--- src/common/sync_monitor_defines.vh ---
`ifndef SYNC_MONITOR_DEFINES_VH
`define SYNC_MONITOR_DEFINES_VH

// ****************************************************************
// clock and timing
// ****************************************************************
`define CLK_MHZ 32'h0000_0032
`define CLK_NS (32'h0000_03e8 / `CLK_MHZ)

// ****************************************************************
// register byte offsets
// ****************************************************************
`define A_MODE 8'h00
`define A_CYCLE 8'h04
`define A_SHIFT 8'h08
`define A_SUPP 8'h0c
`define A_MINCYC 8'h10
`define A_CALC 8'h14
`define A_MINDLY 8'h18
`define A_CMD 8'h1c
`define A_MAXDLY 8'h20
`define A_MISSED 8'h24
`define A_OVERRUN 8'h28
`define A_SHORT 8'h2c
`define A_LATE 8'h30
`define A_IN_SHIFT 8'h34
`define A_IN_DELAY 8'h38
`define A_IRQ_STAT 8'h3c
`define A_IRQ_MASK 8'h40

// ****************************************************************
// reset values
// ****************************************************************
`define R_MODE 2'h1
`define R_CYCLE 32'h000f_4240
`define R_SUPP 16'hc007
`define R_MINCYC 32'h0003_d090
`define R_ZERO32 32'h0000_0000
`define R_CMD 16'h0000

// ****************************************************************
// supported-modes fields and mode codes
// ****************************************************************
`define SUP_FREE_BIT 0
`define SUP_SM_BIT 1
`define SUP_DC_LSB 2
`define SUP_DC_VAL 2'h1
`define SUP_SHIFT_LSB 4
`define SUP_SHIFT_S1 2'h2
`define SUP_DYN_BIT 14
`define MODE_FREE 2'h0
`define MODE_SM 2'h1
`define MODE_DC0 2'h2
`define MODE_DC1 2'h3
`define CMD_START 16'h0001

// ****************************************************************
// interrupt status bits
// ****************************************************************
`define IRQ_MISSED 0
`define IRQ_OVERRUN 1
`define IRQ_SHORT 2
`define IRQ_LATE 3
`define IRQ_W 4

`endif

--- src/rtl/sat_count16.v ---
`timescale 1ns/1ps
// saturating 16-bit event counter, holds at the top instead of wrapping
module sat_count16 (
	// clock, enable, reset
	input wire clock,
	input wire ce,
	input wire rst_n,
	// event
	input wire inc,
	// value
	output reg [15:0] count_q
);

	// stop at all ones so a flood of errors never reads as a clean zero
	always @(posedge clock) begin
		if (!rst_n) begin
			count_q <= 16'h0000;
		end else if (ce && inc && (count_q != 16'hffff)) begin
			count_q <= count_q + 16'h0001;
		end
	end

endmodule // sat_count16

--- src/rtl/sync_monitor.v ---
// Functional notes
// - supported-modes bit0 free run, bit1 sm2 event, bits 2-3 = 01 dc mode
// - supported-modes bits 4-5 = 10 mean output shift with sync1, dc only
// - supported-modes bit 14 set: times are dynamic, measured via command
// - minimum cycle time read-only 32-bit in ns, default 250000
// - calc-and-copy reports least sync0 to sync1 time in ns, dc only
// - command write 1 starts measurement, 0 stops; host picks the moments
// - while measuring, shift, min cycle, calc, max delay and input times keep maxima
// - starting a new measurement clears earlier maxima first
// - maximum delay is sync1 to outputs driven in ns, dc only
// - 16-bit count of sm events missed in operational, dc only, from zero
// - 16-bit count of cycles overrun or next cycle too early, in operational
// - 16-bit count of sync0 to sync1 intervals too short, dc only
// - late-output flag set when last cycle drove outputs too late, dc only
// - mode codes: 0 free run, 1 sm2 event, 2 dc sync0, 3 dc sync1
// - cycle time in ns: local timer, master cycle, or sync period by mode
`timescale 1ns/1ps
`include "sync_monitor_defines.vh"
module sync_monitor (
	// clock, enable, reset
	input wire clock,
	input wire ce,
	input wire rst_n,
	// axi4-lite write address and data
	input wire s_axi_awvalid,
	output wire s_axi_awready,
	input wire [7:0] s_axi_awaddr,
	input wire s_axi_wvalid,
	output wire s_axi_wready,
	input wire [31:0] s_axi_wdata,
	input wire [3:0] s_axi_wstrb,
	// axi4-lite write response
	output reg s_axi_bvalid,
	input wire s_axi_bready,
	output reg [1:0] s_axi_bresp,
	// axi4-lite read
	input wire s_axi_arvalid,
	output wire s_axi_arready,
	input wire [7:0] s_axi_araddr,
	output reg s_axi_rvalid,
	input wire s_axi_rready,
	output reg [31:0] s_axi_rdata,
	output reg [1:0] s_axi_rresp,
	// timing events, one-cycle pulses from same-clock logic, and the operational level
	input wire sync0_pulse,
	input wire sync1_pulse,
	input wire sm_event_pulse,
	input wire calc_done_pulse,
	input wire outputs_driven_pulse,
	input wire inputs_latched_pulse,
	input wire operational,
	// interrupt
	output wire irq
);

	// ****************************************************************
	// helpers
	// ****************************************************************
	function [31:0] sat_inc;
		input [31:0] a;
		begin
			sat_inc = (a > (32'hffff_ffff - `CLK_NS)) ? 32'hffff_ffff : a + `CLK_NS;
		end
	endfunction

	function [31:0] max32;
		input [31:0] a;
		input [31:0] b;
		begin
			max32 = (a > b) ? a : b;
		end
	endfunction

	function [31:0] wmerge;
		input [31:0] old;
		input [31:0] dat;
		input [3:0] strb;
		integer i;
		begin
			wmerge = old;
			for (i = 0; i < 4; i = i + 1) begin
				if (strb[i]) begin
					wmerge[i*8 +: 8] = dat[i*8 +: 8];
				end
			end
		end
	endfunction

	// ****************************************************************
	// state
	// ****************************************************************
	reg [1:0] mode_q;
	reg [31:0] cycle_q;
	reg [15:0] cmd_q;
	reg [31:0] shift_q, mincyc_q, calc_q, maxdly_q, in_shift_q, in_delay_q;
	reg [31:0] t0_q, t1_q, tc_q, tf_q;
	reg busy_q, sm_seen_q, driven_q, started_q, late_q;
	reg [`IRQ_W-1:0] irq_stat_q, irq_mask_q;
	reg aw_got_q, w_got_q;
	reg [7:0] awaddr_q;
	reg [31:0] wdata_q;
	reg [3:0] wstrb_q;
	wire [15:0] missed_cnt, overrun_cnt, short_cnt;

	// read-only capability word, fixed at the documented reset image R_SUPP
	wire [15:0] supp_word = `R_SUPP;

	wire dc = mode_q[1];
	wire measuring = (cmd_q == `CMD_START);
	wire do_write = aw_got_q & w_got_q & ~s_axi_bvalid;
	wire [7:0] wa = {awaddr_q[7:2], 2'b00};
	wire wr_cmd = do_write & (wa == `A_CMD);
	wire [31:0] cmd_mrg = wmerge({16'h0000, cmd_q}, wdata_q, wstrb_q);
	wire [15:0] cmd_new = cmd_mrg[15:0];
	// a start is a write of 1 while not already measuring
	wire meas_start = ce & wr_cmd & (cmd_new == `CMD_START) & ~measuring;

	// ****************************************************************
	// cycle start by mode
	// ****************************************************************
	// free run ticks once the local timer reaches the set period
	wire fr_tick = (cycle_q <= `CLK_NS) | (tf_q >= (cycle_q - `CLK_NS));
	reg cyc_start;
	always @* begin
		case (mode_q)
		`MODE_FREE: cyc_start = fr_tick;
		`MODE_SM: cyc_start = sm_event_pulse;
		`MODE_DC0: cyc_start = sync0_pulse;
		`MODE_DC1: cyc_start = sync1_pulse;
		default: cyc_start = 1'b0;
		endcase
	end

	// ****************************************************************
	// error events
	// ****************************************************************
	wire ev_missed = operational & dc & sync0_pulse & ~sm_seen_q;
	wire ev_overrun = operational & cyc_start & busy_q;
	wire ev_short = dc & sync1_pulse & (t0_q < calc_q);
	wire late_next = ~driven_q;
	wire late_upd = dc & cyc_start & started_q;
	wire ev_late = late_upd & late_next & ~late_q;

	// ****************************************************************
	// elapsed-time counters in ns
	// ****************************************************************
	// each restarts on its own event and saturates rather than wrapping
	always @(posedge clock) begin
		if (!rst_n) begin
			t0_q <= `R_ZERO32;
			t1_q <= `R_ZERO32;
			tc_q <= `R_ZERO32;
			tf_q <= `R_ZERO32;
		end else if (ce) begin
			t0_q <= sync0_pulse ? `R_ZERO32 : sat_inc(t0_q);
			t1_q <= sync1_pulse ? `R_ZERO32 : sat_inc(t1_q);
			tc_q <= cyc_start ? `R_ZERO32 : sat_inc(tc_q);
			tf_q <= (fr_tick || mode_q != `MODE_FREE) ? `R_ZERO32 : sat_inc(tf_q);
		end
	end

	// ****************************************************************
	// cycle bookkeeping
	// ****************************************************************
	// a new cycle start wins over a calc completion in busy_q in the same clock; an outputs-driven pulse wins over the start in driven_q
	always @(posedge clock) begin
		if (!rst_n) begin
			busy_q <= 1'b0;
			sm_seen_q <= 1'b0;
			driven_q <= 1'b0;
			started_q <= 1'b0;
			late_q <= 1'b0;
		end else if (ce) begin
			busy_q <= cyc_start | (busy_q & ~calc_done_pulse);
			sm_seen_q <= sm_event_pulse | (sm_seen_q & ~sync0_pulse);
			driven_q <= outputs_driven_pulse | (driven_q & ~cyc_start);
			if (cyc_start) begin
				started_q <= 1'b1;
			end
			if (!dc) begin
				late_q <= 1'b0;
			end else if (late_upd) begin
				late_q <= late_next;
			end
		end
	end

	// ****************************************************************
	// worst-case capture
	// ****************************************************************
	// only maxima are kept; a start wipes them so old runs do not leak in
	always @(posedge clock) begin
		if (!rst_n) begin
			shift_q <= `R_ZERO32;
			mincyc_q <= `R_MINCYC;
			calc_q <= `R_ZERO32;
			maxdly_q <= `R_ZERO32;
			in_shift_q <= `R_ZERO32;
			in_delay_q <= `R_ZERO32;
		end else if (meas_start) begin
			shift_q <= `R_ZERO32;
			mincyc_q <= `R_ZERO32;
			calc_q <= `R_ZERO32;
			maxdly_q <= `R_ZERO32;
			in_shift_q <= `R_ZERO32;
			in_delay_q <= `R_ZERO32;
		end else if (ce && measuring) begin
			if (dc && outputs_driven_pulse) begin
				shift_q <= max32(shift_q, t0_q);
				maxdly_q <= max32(maxdly_q, t1_q);
			end
			if (calc_done_pulse) begin
				mincyc_q <= max32(mincyc_q, tc_q);
			end
			if (dc && calc_done_pulse) begin
				calc_q <= max32(calc_q, t0_q);
			end
			if (dc && inputs_latched_pulse) begin
				in_shift_q <= max32(in_shift_q, t0_q);
				in_delay_q <= max32(in_delay_q, t1_q);
			end
		end
	end

	// ****************************************************************
	// error counters
	// ****************************************************************
	sat_count16 u_missed (
		.clock(clock),
		.ce(ce),
		.rst_n(rst_n),
		.inc(ev_missed),
		.count_q(missed_cnt)
	);

	sat_count16 u_overrun (
		.clock(clock),
		.ce(ce),
		.rst_n(rst_n),
		.inc(ev_overrun),
		.count_q(overrun_cnt)
	);

	sat_count16 u_short (
		.clock(clock),
		.ce(ce),
		.rst_n(rst_n),
		.inc(ev_short),
		.count_q(short_cnt)
	);

	// ****************************************************************
	// axi4-lite write path
	// ****************************************************************
	// address and data are taken separately, then applied together
	assign s_axi_awready = ce & ~aw_got_q & ~s_axi_bvalid;
	assign s_axi_wready = ce & ~w_got_q & ~s_axi_bvalid;

	wire w_map = (wa <= `A_IRQ_MASK);
	wire [`IRQ_W-1:0] ev_vec = {ev_late, ev_short, ev_overrun, ev_missed};
	wire [31:0] wd_strb = wmerge(32'h0000_0000, wdata_q, wstrb_q);
	wire [`IRQ_W-1:0] w1c = (do_write && wa == `A_IRQ_STAT) ?
		wd_strb[`IRQ_W-1:0] : {`IRQ_W{1'b0}};

	always @(posedge clock) begin
		if (!rst_n) begin
			aw_got_q <= 1'b0;
			w_got_q <= 1'b0;
			awaddr_q <= 8'h00;
			wdata_q <= `R_ZERO32;
			wstrb_q <= 4'h0;
			s_axi_bvalid <= 1'b0;
			s_axi_bresp <= 2'h0;
			mode_q <= `R_MODE;
			cycle_q <= `R_CYCLE;
			cmd_q <= `R_CMD;
			irq_stat_q <= {`IRQ_W{1'b0}};
			irq_mask_q <= {`IRQ_W{1'b0}};
		end else if (ce) begin
			if (s_axi_awvalid && s_axi_awready) begin
				aw_got_q <= 1'b1;
				awaddr_q <= s_axi_awaddr;
			end
			if (s_axi_wvalid && s_axi_wready) begin
				w_got_q <= 1'b1;
				wdata_q <= s_axi_wdata;
				wstrb_q <= s_axi_wstrb;
			end
			if (s_axi_bvalid && s_axi_bready) begin
				s_axi_bvalid <= 1'b0;
			end
			// a new event wins over a write-one-to-clear in the same clock
			irq_stat_q <= (irq_stat_q & ~w1c) | ev_vec;
			if (do_write) begin
				aw_got_q <= 1'b0;
				w_got_q <= 1'b0;
				s_axi_bvalid <= 1'b1;
				s_axi_bresp <= w_map ? 2'h0 : 2'h3;
				case (wa)
				`A_MODE: mode_q <= wstrb_q[0] ? wd_strb[1:0] : mode_q;
				`A_CYCLE: cycle_q <= wmerge(cycle_q, wdata_q, wstrb_q);
				`A_CMD: cmd_q <= cmd_new;
				`A_IRQ_MASK: irq_mask_q <= wstrb_q[0] ? wd_strb[`IRQ_W-1:0] : irq_mask_q;
				default: ;
				endcase
			end
		end
	end

	// ****************************************************************
	// axi4-lite read path
	// ****************************************************************
	assign s_axi_arready = ce & ~s_axi_rvalid;
	wire [7:0] ra = {s_axi_araddr[7:2], 2'b00};
	reg [31:0] rmux;
	reg rhit;

	// narrow registers read zero-extended in the low bits
	always @* begin
		rhit = 1'b1;
		case (ra)
		`A_MODE: rmux = {30'h0, mode_q};
		`A_CYCLE: rmux = cycle_q;
		`A_SHIFT: rmux = shift_q;
		`A_SUPP: rmux = {16'h0000, supp_word};
		`A_MINCYC: rmux = mincyc_q;
		`A_CALC: rmux = calc_q;
		`A_MINDLY: rmux = `R_ZERO32;
		`A_CMD: rmux = {16'h0000, cmd_q};
		`A_MAXDLY: rmux = maxdly_q;
		`A_MISSED: rmux = {16'h0000, missed_cnt};
		`A_OVERRUN: rmux = {16'h0000, overrun_cnt};
		`A_SHORT: rmux = {16'h0000, short_cnt};
		`A_LATE: rmux = {31'h0, late_q};
		`A_IN_SHIFT: rmux = in_shift_q;
		`A_IN_DELAY: rmux = in_delay_q;
		`A_IRQ_STAT: rmux = {28'h0, irq_stat_q};
		`A_IRQ_MASK: rmux = {28'h0, irq_mask_q};
		default: begin
			rmux = `R_ZERO32;
			rhit = 1'b0;
		end
		endcase
	end

	always @(posedge clock) begin
		if (!rst_n) begin
			s_axi_rvalid <= 1'b0;
			s_axi_rdata <= `R_ZERO32;
			s_axi_rresp <= 2'h0;
		end else if (ce) begin
			if (s_axi_arvalid && s_axi_arready) begin
				s_axi_rvalid <= 1'b1;
				s_axi_rdata <= rmux;
				s_axi_rresp <= rhit ? 2'h0 : 2'h3;
			end else if (s_axi_rvalid && s_axi_rready) begin
				s_axi_rvalid <= 1'b0;
			end
		end
	end

	// level interrupt while any unmasked sticky bit is set
	assign irq = |(irq_stat_q & irq_mask_q);

endmodule // sync_monitor

--- config.mk ---
export PLATFORM = sky130hd
export DESIGN_NAME = sync_monitor
export DESIGN_NICKNAME = d
export VERILOG_FILES = /design/src/rtl/sat_count16.v /design/src/rtl/sync_monitor.v
export VERILOG_INCLUDE_DIRS = /design/src /design/src/common
export SDC_FILE = /design/constraint.sdc
export NUM_CORES = 2
export LEC_CHECK = 0
export ABC_AREA = 1
export BUFFER_PORTS_ARGS = -buffer_cell sky130_fd_sc_hd__buf_2
export CAP_MARGIN = 10
export CORE_ASPECT_RATIO = 0.75
export CORE_MARGIN = 4
export CORE_UTILIZATION = 57
export CTS_BUF_LIST = sky130_fd_sc_hd__clkbuf_8 sky130_fd_sc_hd__clkbuf_16
export DETAILED_ROUTE_END_ITERATION = 8
export GPL_ROUTABILITY_DRIVEN = 0
export PLACE_DENSITY = 0.76
export SETUP_SLACK_MARGIN = 0.2
export SYNTH_ARGS = -nofsm -noshare
export SYNTH_HDL_FRONTEND = slang
export SYNTH_HIERARCHICAL = 1
export SYNTH_SLANG_ARGS = --single-unit
--- constraint.sdc ---
create_clock -name clock -period 3.4 [get_ports clock]
set_input_delay 0.17 -clock clock [delete_from_list [all_inputs] [get_ports clock]]
set_output_delay 0.17 -clock clock [all_outputs]
set_load 0.01 [all_outputs]
* Word level (Yosys, flattened, before mapping) *
Index checks and enable logic that the tools add are counted.

cells by class
  eq/ne operators = 30
  reductions and logical operators = 54
  mux-type cells = 31
  bitwise logic cells = 51
  add/sub/neg operators = 8
  magnitude comparators = 14

operators by type and width
  cell                                                   number
  one-hot mux 32 bit (16 select lines)                   1
  2-to-1 mux 32 bit                                      8
  greater-than comparator 32 bit                         6
  adder 32 x 5 -> 32 bit, second input constant          4
  greater-than comparator 32 bit, second input constant  4
  2-to-1 mux 18 bit                                      4
  equality test 6 x 4 -> 1 bit, second input constant    9
  adder 16 x 1 -> 16 bit, second input constant          3
  != test 16 bit, second input constant                  3
  equality test 16 x 1 -> 1 bit, second input constant   2
  >= comparator 32 bit                                   1
  <= comparator 32 x 5 -> 1 bit, second input constant   1
  less-than comparator 32 bit                            1
  subtractor 32 x 5 -> 32 bit, second input constant     1
  equality test 6 x 3 -> 1 bit, second input constant    5
  AND 1 bit                                              25
  AND reduction 3 bit                                    8
  AND reduction 4 bit                                    6
  AND reduction 2 bit                                    10
  NOT 1 bit                                              18
  OR reduction 17 bit                                    1
  logical AND 1 bit                                      16
  zero test 8 bit                                        2
  2-to-1 mux 8 bit                                       2
  21 further kinds                                       47

word-level totals
  logic and storage cells = 225
  output and inout bits = 42
  input port bits = 67
  flip-flop bits (word level) = 515

* Depth between registers and ports, before layout *
  depth after elaboration = 9
  mapped depth = 30
  gate-level depth less buffers = 29

* By module *
Netlist, hierarchy kept.

by module, submodules not included
  module        times used  area an instance (um2)  sequential area each (um2)  cells each
  sync_monitor  1           28368.5                 9068.7                      4218
  sat_count16   3           968.4                   320.3                       153

* Least setup slack after synthesis *
Ideal clock, no wire load.

  path kind = register -> register
  from = reg cycle_q[2]
  to = reg u_overrun.count_q[10]
  path buffers = 1
  setup time = 115 ps
  period minus slack after synthesis = 3604 ps
  slack = -204 ps
  required time = 3285 ps
  stages on the path, launching flop included = 31
  data arrival time = 3489 ps
  cell sequence = dfxtp_1 -> inv_1 -> ha_1 -> nor2_1 -> nor2_1 -> nand3_1 -> nor2_1 -> and3_1 -> buf_2 -> nand4_1 -> nor3_1 -> xor2_1 -> inv_1 -> ha_1 -> nand2_1 -> inv_1 -> nand3_1 -> a31oi_1 -> nor2_1 -> nand2_1 -> nand2_1 -> nand2_1 -> nand2_1 -> nor2_1 -> nand2_2 -> nor2_2 -> nand2_1 -> nor2_1 -> nand3_1 -> nand2_1 -> nor2_1

on the way
  word-level cells in the longest chain between the ends = 8
  elaborated cells between the ends (all ways) = 9
  classes of those cells = 1 x add/sub; 2 x order compare; 1 x mux; 3 x bitwise; 2 x reduce/logical

ends and longest elaborated chain
  item                                   RTL line            source
  start: declaration                     sync_monitor.v:93   reg [31:0] cycle_q;
  start signal: assignment               sync_monitor.v:275  cycle_q <= `R_CYCLE;
  start signal: assignment               sync_monitor.v:301  `A_CYCLE: cycle_q <= wmerge(cycle_q, wdata_q, wstrb_q);
  subtractor 32 x 5 -> 32 bit (no line)  --
  >= comparator 32 bit                   sync_monitor.v:122  wire fr_tick = (cycle_q <= `CLK_NS) | (tf_q >= (cycle_q - `CLK_NS));
  bitwise OR 1 bit *                     sync_monitor.v:122
  one-hot mux 1 bit (4 select lines) *   sync_monitor.v:125  case (mode_q)
  AND 1 bit * (2 in series)              sync_monitor.v:138  wire ev_overrun = operational & cyc_start & busy_q;
  named net ev_overrun                   sync_monitor.v:138
  logical AND 1 bit * (2 in series)      sat_count16.v:18    end else if (ce && inc && (count_q != 16'hffff)) begin
  end signal: assignment                 sat_count16.v:19    count_q <= count_q + 16'h0001;
  end: declaration                       sat_count16.v:11    output reg [15:0] count_q

The timed path passes the listed nets; every way through them passes the cells marked *.
A chain may end at the register's enable or synchronous reset.

* Worst setup path in the final report *
  from = reg cycle_q[2]
  to = reg tf_q[8]

on the way
  word-level cells in the longest chain between the ends = 5
  elaborated cells between the ends (all ways) = 6
  classes of those cells = 1 x add/sub; 2 x order compare; 1 x mux; 1 x bitwise; 1 x reduce/logical

ends and longest elaborated chain
  item                                   RTL line            source
  subtractor 32 x 5 -> 32 bit (no line)  --
  >= comparator 32 bit                   sync_monitor.v:122
  bitwise OR 1 bit *                     sync_monitor.v:122
  logical OR 1 bit (no line) *           --
  2-to-1 mux 32 bit *                    sync_monitor.v:158  tf_q <= (fr_tick || mode_q != `MODE_FREE) ? `R_ZERO32 : sat_inc(tf_q);
  end signal: assignment                 sync_monitor.v:153  tf_q <= `R_ZERO32;
  end signal: assignment                 sync_monitor.v:158
  end: declaration                       sync_monitor.v:96   reg [31:0] t0_q, t1_q, tc_q, tf_q;

Every way passes the cells marked *; elsewhere a longest branch is shown, timed or not.

==> summary.txt <==
Final layout
  • Core Util, Final: 0.668
  • Biggest regs: cycle_q (32), s_axi_rdata (32), wdata_q (32)
  • P&R area growth vs syn: 16.0%
  • Nets: 5148
  • Layout cells sized above 1: 0.126

STA
  • FMAX: approximately 270 MHz
  • Worst-Margin Slew: ~1300 ps
  • Setup WS post-layout: -345 ps
  • Final Hold Viols: 0
  • Final min period: 3740 ps
  • Fin crit share: 1.10
  • Max-slew headroom: 0.134
  • RSZ-0062 raised after global routing: yes
  • Fin. max-slew vios: 0
  • Hold slack: roughly 45 ps
  • Setup violators final: 80
  • Clock skew: between 20 and 30 ps
  • Final setup TNS: -20440 ps

Global routing
  • First-pass GRT wire length: roughly 170000 um
  • Tot GR Track Use: 0.355
  • Vias in the first global route: around 30000
  • Total global routing overflow: 0
  • Largest net degree at the start of global routing: about 150
  • Initial antenna violation count: 2

Pwr
  • IR drop worst, VDD: a little over 0.5 mV
  • Sequential power share: 0.466
  • Pint: roughly 9.6 mW
  • Sw Share: 0.255
  • PwrDens: between 300 and 400 nW/um^2
  • Combinational share of power: 0.070
  • Leakage: between 15 and 20 nW
  • Switch Pwr: ~3.3 mW
  • Total power: 12.8 mW
  • Clock power frac: 0.464

Worst setup path
  • Reg-to-reg startpoint: cycle_q[2]$_SDFFE_PN0P_
  • WP data required: approximately 3900 ps
  • CP startpoint: cycle_q[2]$_SDFFE_PN0P_
  • CP endpoint kind: flop
  • Max FO, Critical Path: 8
  • Worst R2R End: tf_q[8]$_SDFFE_PN0P_
  • Crit path launch type: flop
  • R2r setup slk: -340 ps
  • CP arrival: 4280 ps
  • R2R cell count: 25
  • Kind of critical path: flop to flop

Floorplan
  • Site row count: 74
  • # IOs: 109
  • Die area: roughly 60000 um^2
  • Initial Util: 0.575
  • Die width: between 200 and 300 um
  • Core Footprint: approximately 54000 um^2
  • Die Height: about 210 um

Clocking
  • # clock sinks: ~500
  • Num CTS Buffers: 51
  • CTS tree: done
  • Max Root-Sink Buffers: 3
  • Clk Latency, worst-skew pair: ~630 ps
  • CTS clk-pin slew, worst paths: approximately 60 ps
  • Htree depth: 2
  • CTS root buffer: clkbuf_16

Drt
  • First drt pass iteration count: 7
  • ANT nets after route: 0
  • Routed wire per std cell: 19.6 um
  • Vias/cell: 6.03
  • Residual DRC: 0
  • First DRT Iteration DRCs: about 4800
  • Vias: 33800
  • DRT Wirelength: approximately 110000 um

Place
  • DP Wirelength: slightly below 80000 um
  • Dpl ws: -336 ps
  • Port bufs: ~100

Logic synthesis
  • Primary FF master, synth: dfxtp_1
  • Number of synthesized flops with an enable pin: 0
  • Post-synthesis cell area: 31300 um^2
  • Synthesized flop and latch total: roughly 500
  • Synth top area share: 0.321
  • Synth area leaders: dfxtp_1, nand2_1, ha_1, a21oi_1, nor2_1
  • Register area share after synthesis: 0.321
  • Mean Syn Cell Area: 6.69 um^2
  • Synthesized instance count: between 4000 and 5000
  • Post-synth top area cell: dfxtp_1
  • Synthesized net count: just under 5000
  • Yosys warning count: 6
  • Async SR Flop Fraction: 0
  • Synth cell types: 63

Hold path
  • Hold EP: awaddr_q[5]$_SDFFE_PN0P_
  • Hold Crit Class: primary input to flop
  • Hold Path Origin: s_axi_awvalid
  • Hold Path Depth: 3

Run
  • Max-cap viol count: 0

Outcome
  • Status: complete, but fails checks
  • Violated checks: negative setup slack
-- synth_stat cells, types with 5 or more instances --
master        n
a211oi_1     21
a21oi_1     528
a21oi_2       5
a221oi_1     32
a22o_1       10
a22oi_1      19
buf_1         7
buf_2        41
buf_4         7
buf_6        24
clkbuf_1    137
clkinv_1      6
dfxtp_1     501
ha_1        231
inv_1       362
inv_2        11
nand2_1    1087
nand2_2      11
nand3_1     425
nand3b_1      8
nand4_1      92
nor2_1      591
nor2_2       22
nor2_4       13
nor3_1       72
nor3b_1       6
nor4_1       17
o2111ai_1     8
o211ai_1     15
o21a_1        9
o21ai_0     210
o21ai_1       9
o31ai_1       6
or2_2        16
xor2_1       70
-- cells by family (layout without fill, tap and decap cells) --
group,Yosys count,in the layout,share of synthesized area
buffers and inverters,597,807,0.0800
XOR/XNOR,73,73,0.0204
flip-flops,501,501,0.321
other,0,3,0
adder cells (fa/ha/maj),231,231,0.0924
AND/OR/NAND/NOR,2385,2386,0.330
AO/OA/AOI/OAI,890,890,0.156
-- layout by cell type (no fill, tap or decap), types with 69 or more instances in the layout --
cell	n
nor3_1	69
buf_2	103
ha_1	229
nor2_1	559
nand4_1	92
dfxtp_1	499
inv_1	364
nand3_1	397
a21oi_1	489
buf_4	154
o21ai_0	207
nand2_1	1055
-- routing by layer --
metal | global-route usage | vias up | wire (um)
li1 | - | 16000 | -
met1 | 0.514 | 15600 | 46600
met2 | 0.507 | 1909 | 44700
met3 | 0.0973 | 285 | 14100
met4 | 0.127 | 2 | 4310
met5 | 0 | - | 10
-- how the worst max path moves through the flow --
stage | end | slack, ps | depth (start not counted)
floorplan | u_overrun/count_q[10]$_SDFFE_PN0P_ | -30 | 30
global placement | u_overrun/count_q[10]$_SDFFE_PN0P_ | -230 | 29
detailed placement | u_overrun/count_q[6]$_SDFFE_PN0P_ | -340 | 29
CTS | u_overrun/count_q[10]$_SDFFE_PN0P_ | -130 | 29
global route | u_overrun/count_q[15]$_SDFFE_PN0P_ | -570 | 29
finish | tf_q[8]$_SDFFE_PN0P_ | -340 | 25
-- what timing repair did --
action,CTS,global route
endpoints found under the hold margin,52,0
gates cloned,6,1
pin swaps,26,42
endpoints found under the setup margin,81,98
hold buffers,53,0
setup buffers,17,9
resized for setup,41,127
-- power groups by stage --
stage                     combinational, mW  sequential [mW]  clock [mW]
after floorplan                       0.539             6.08           0
after global routing                  0.964             5.98        6.22
final                                 0.898             5.98        5.95
after CTS                             0.841             5.98        5.97
after global placement                0.756             6.11           0
after detailed placement              0.767             6.11           0
-- worst max-delay path, stage by stage, from the launching register on --
cell,delay [ps]
dfxtp_4,360
o21ai_2,150
inv_1,80
nor2_2,110
inv_2,50
nor2_2,90
nand4_1,180
nor2_2,200
nand2_2,100
nor2_2,140
xor2_1,200
ha_1,320
nand2_1,100
nand2_2,70
a31oi_4,180
nand3_2,110
a21oi_2,130
nand2_2,90
buf_4,140
buf_4,120
buf_6,110
nor2_4,150
buf_6,130
buf_12,150
nand2_4,50
a21oi_2,120
-- through the flow --
stage | instances | area (um^2)
after floorplan | 4677 | 31400
after global placement | 5433 | 33000
after detailed placement | 5433 | 33000
after CTS | 5600 | 35700
after global routing | 5611 | 36300
final | 5613 | 36300
-- cell type report --
class	instances	area (um^2)
diodes	3	7.51
clock buffers	59	1390
clock inverters	32	332
fillers	4718	18100
inverters	380	1440
multi-input cells	3580	19500
flip-flops and latches	501	10000
well taps	722	903
repair buffers	336	2690
Power figures use the tool's default switching activity.
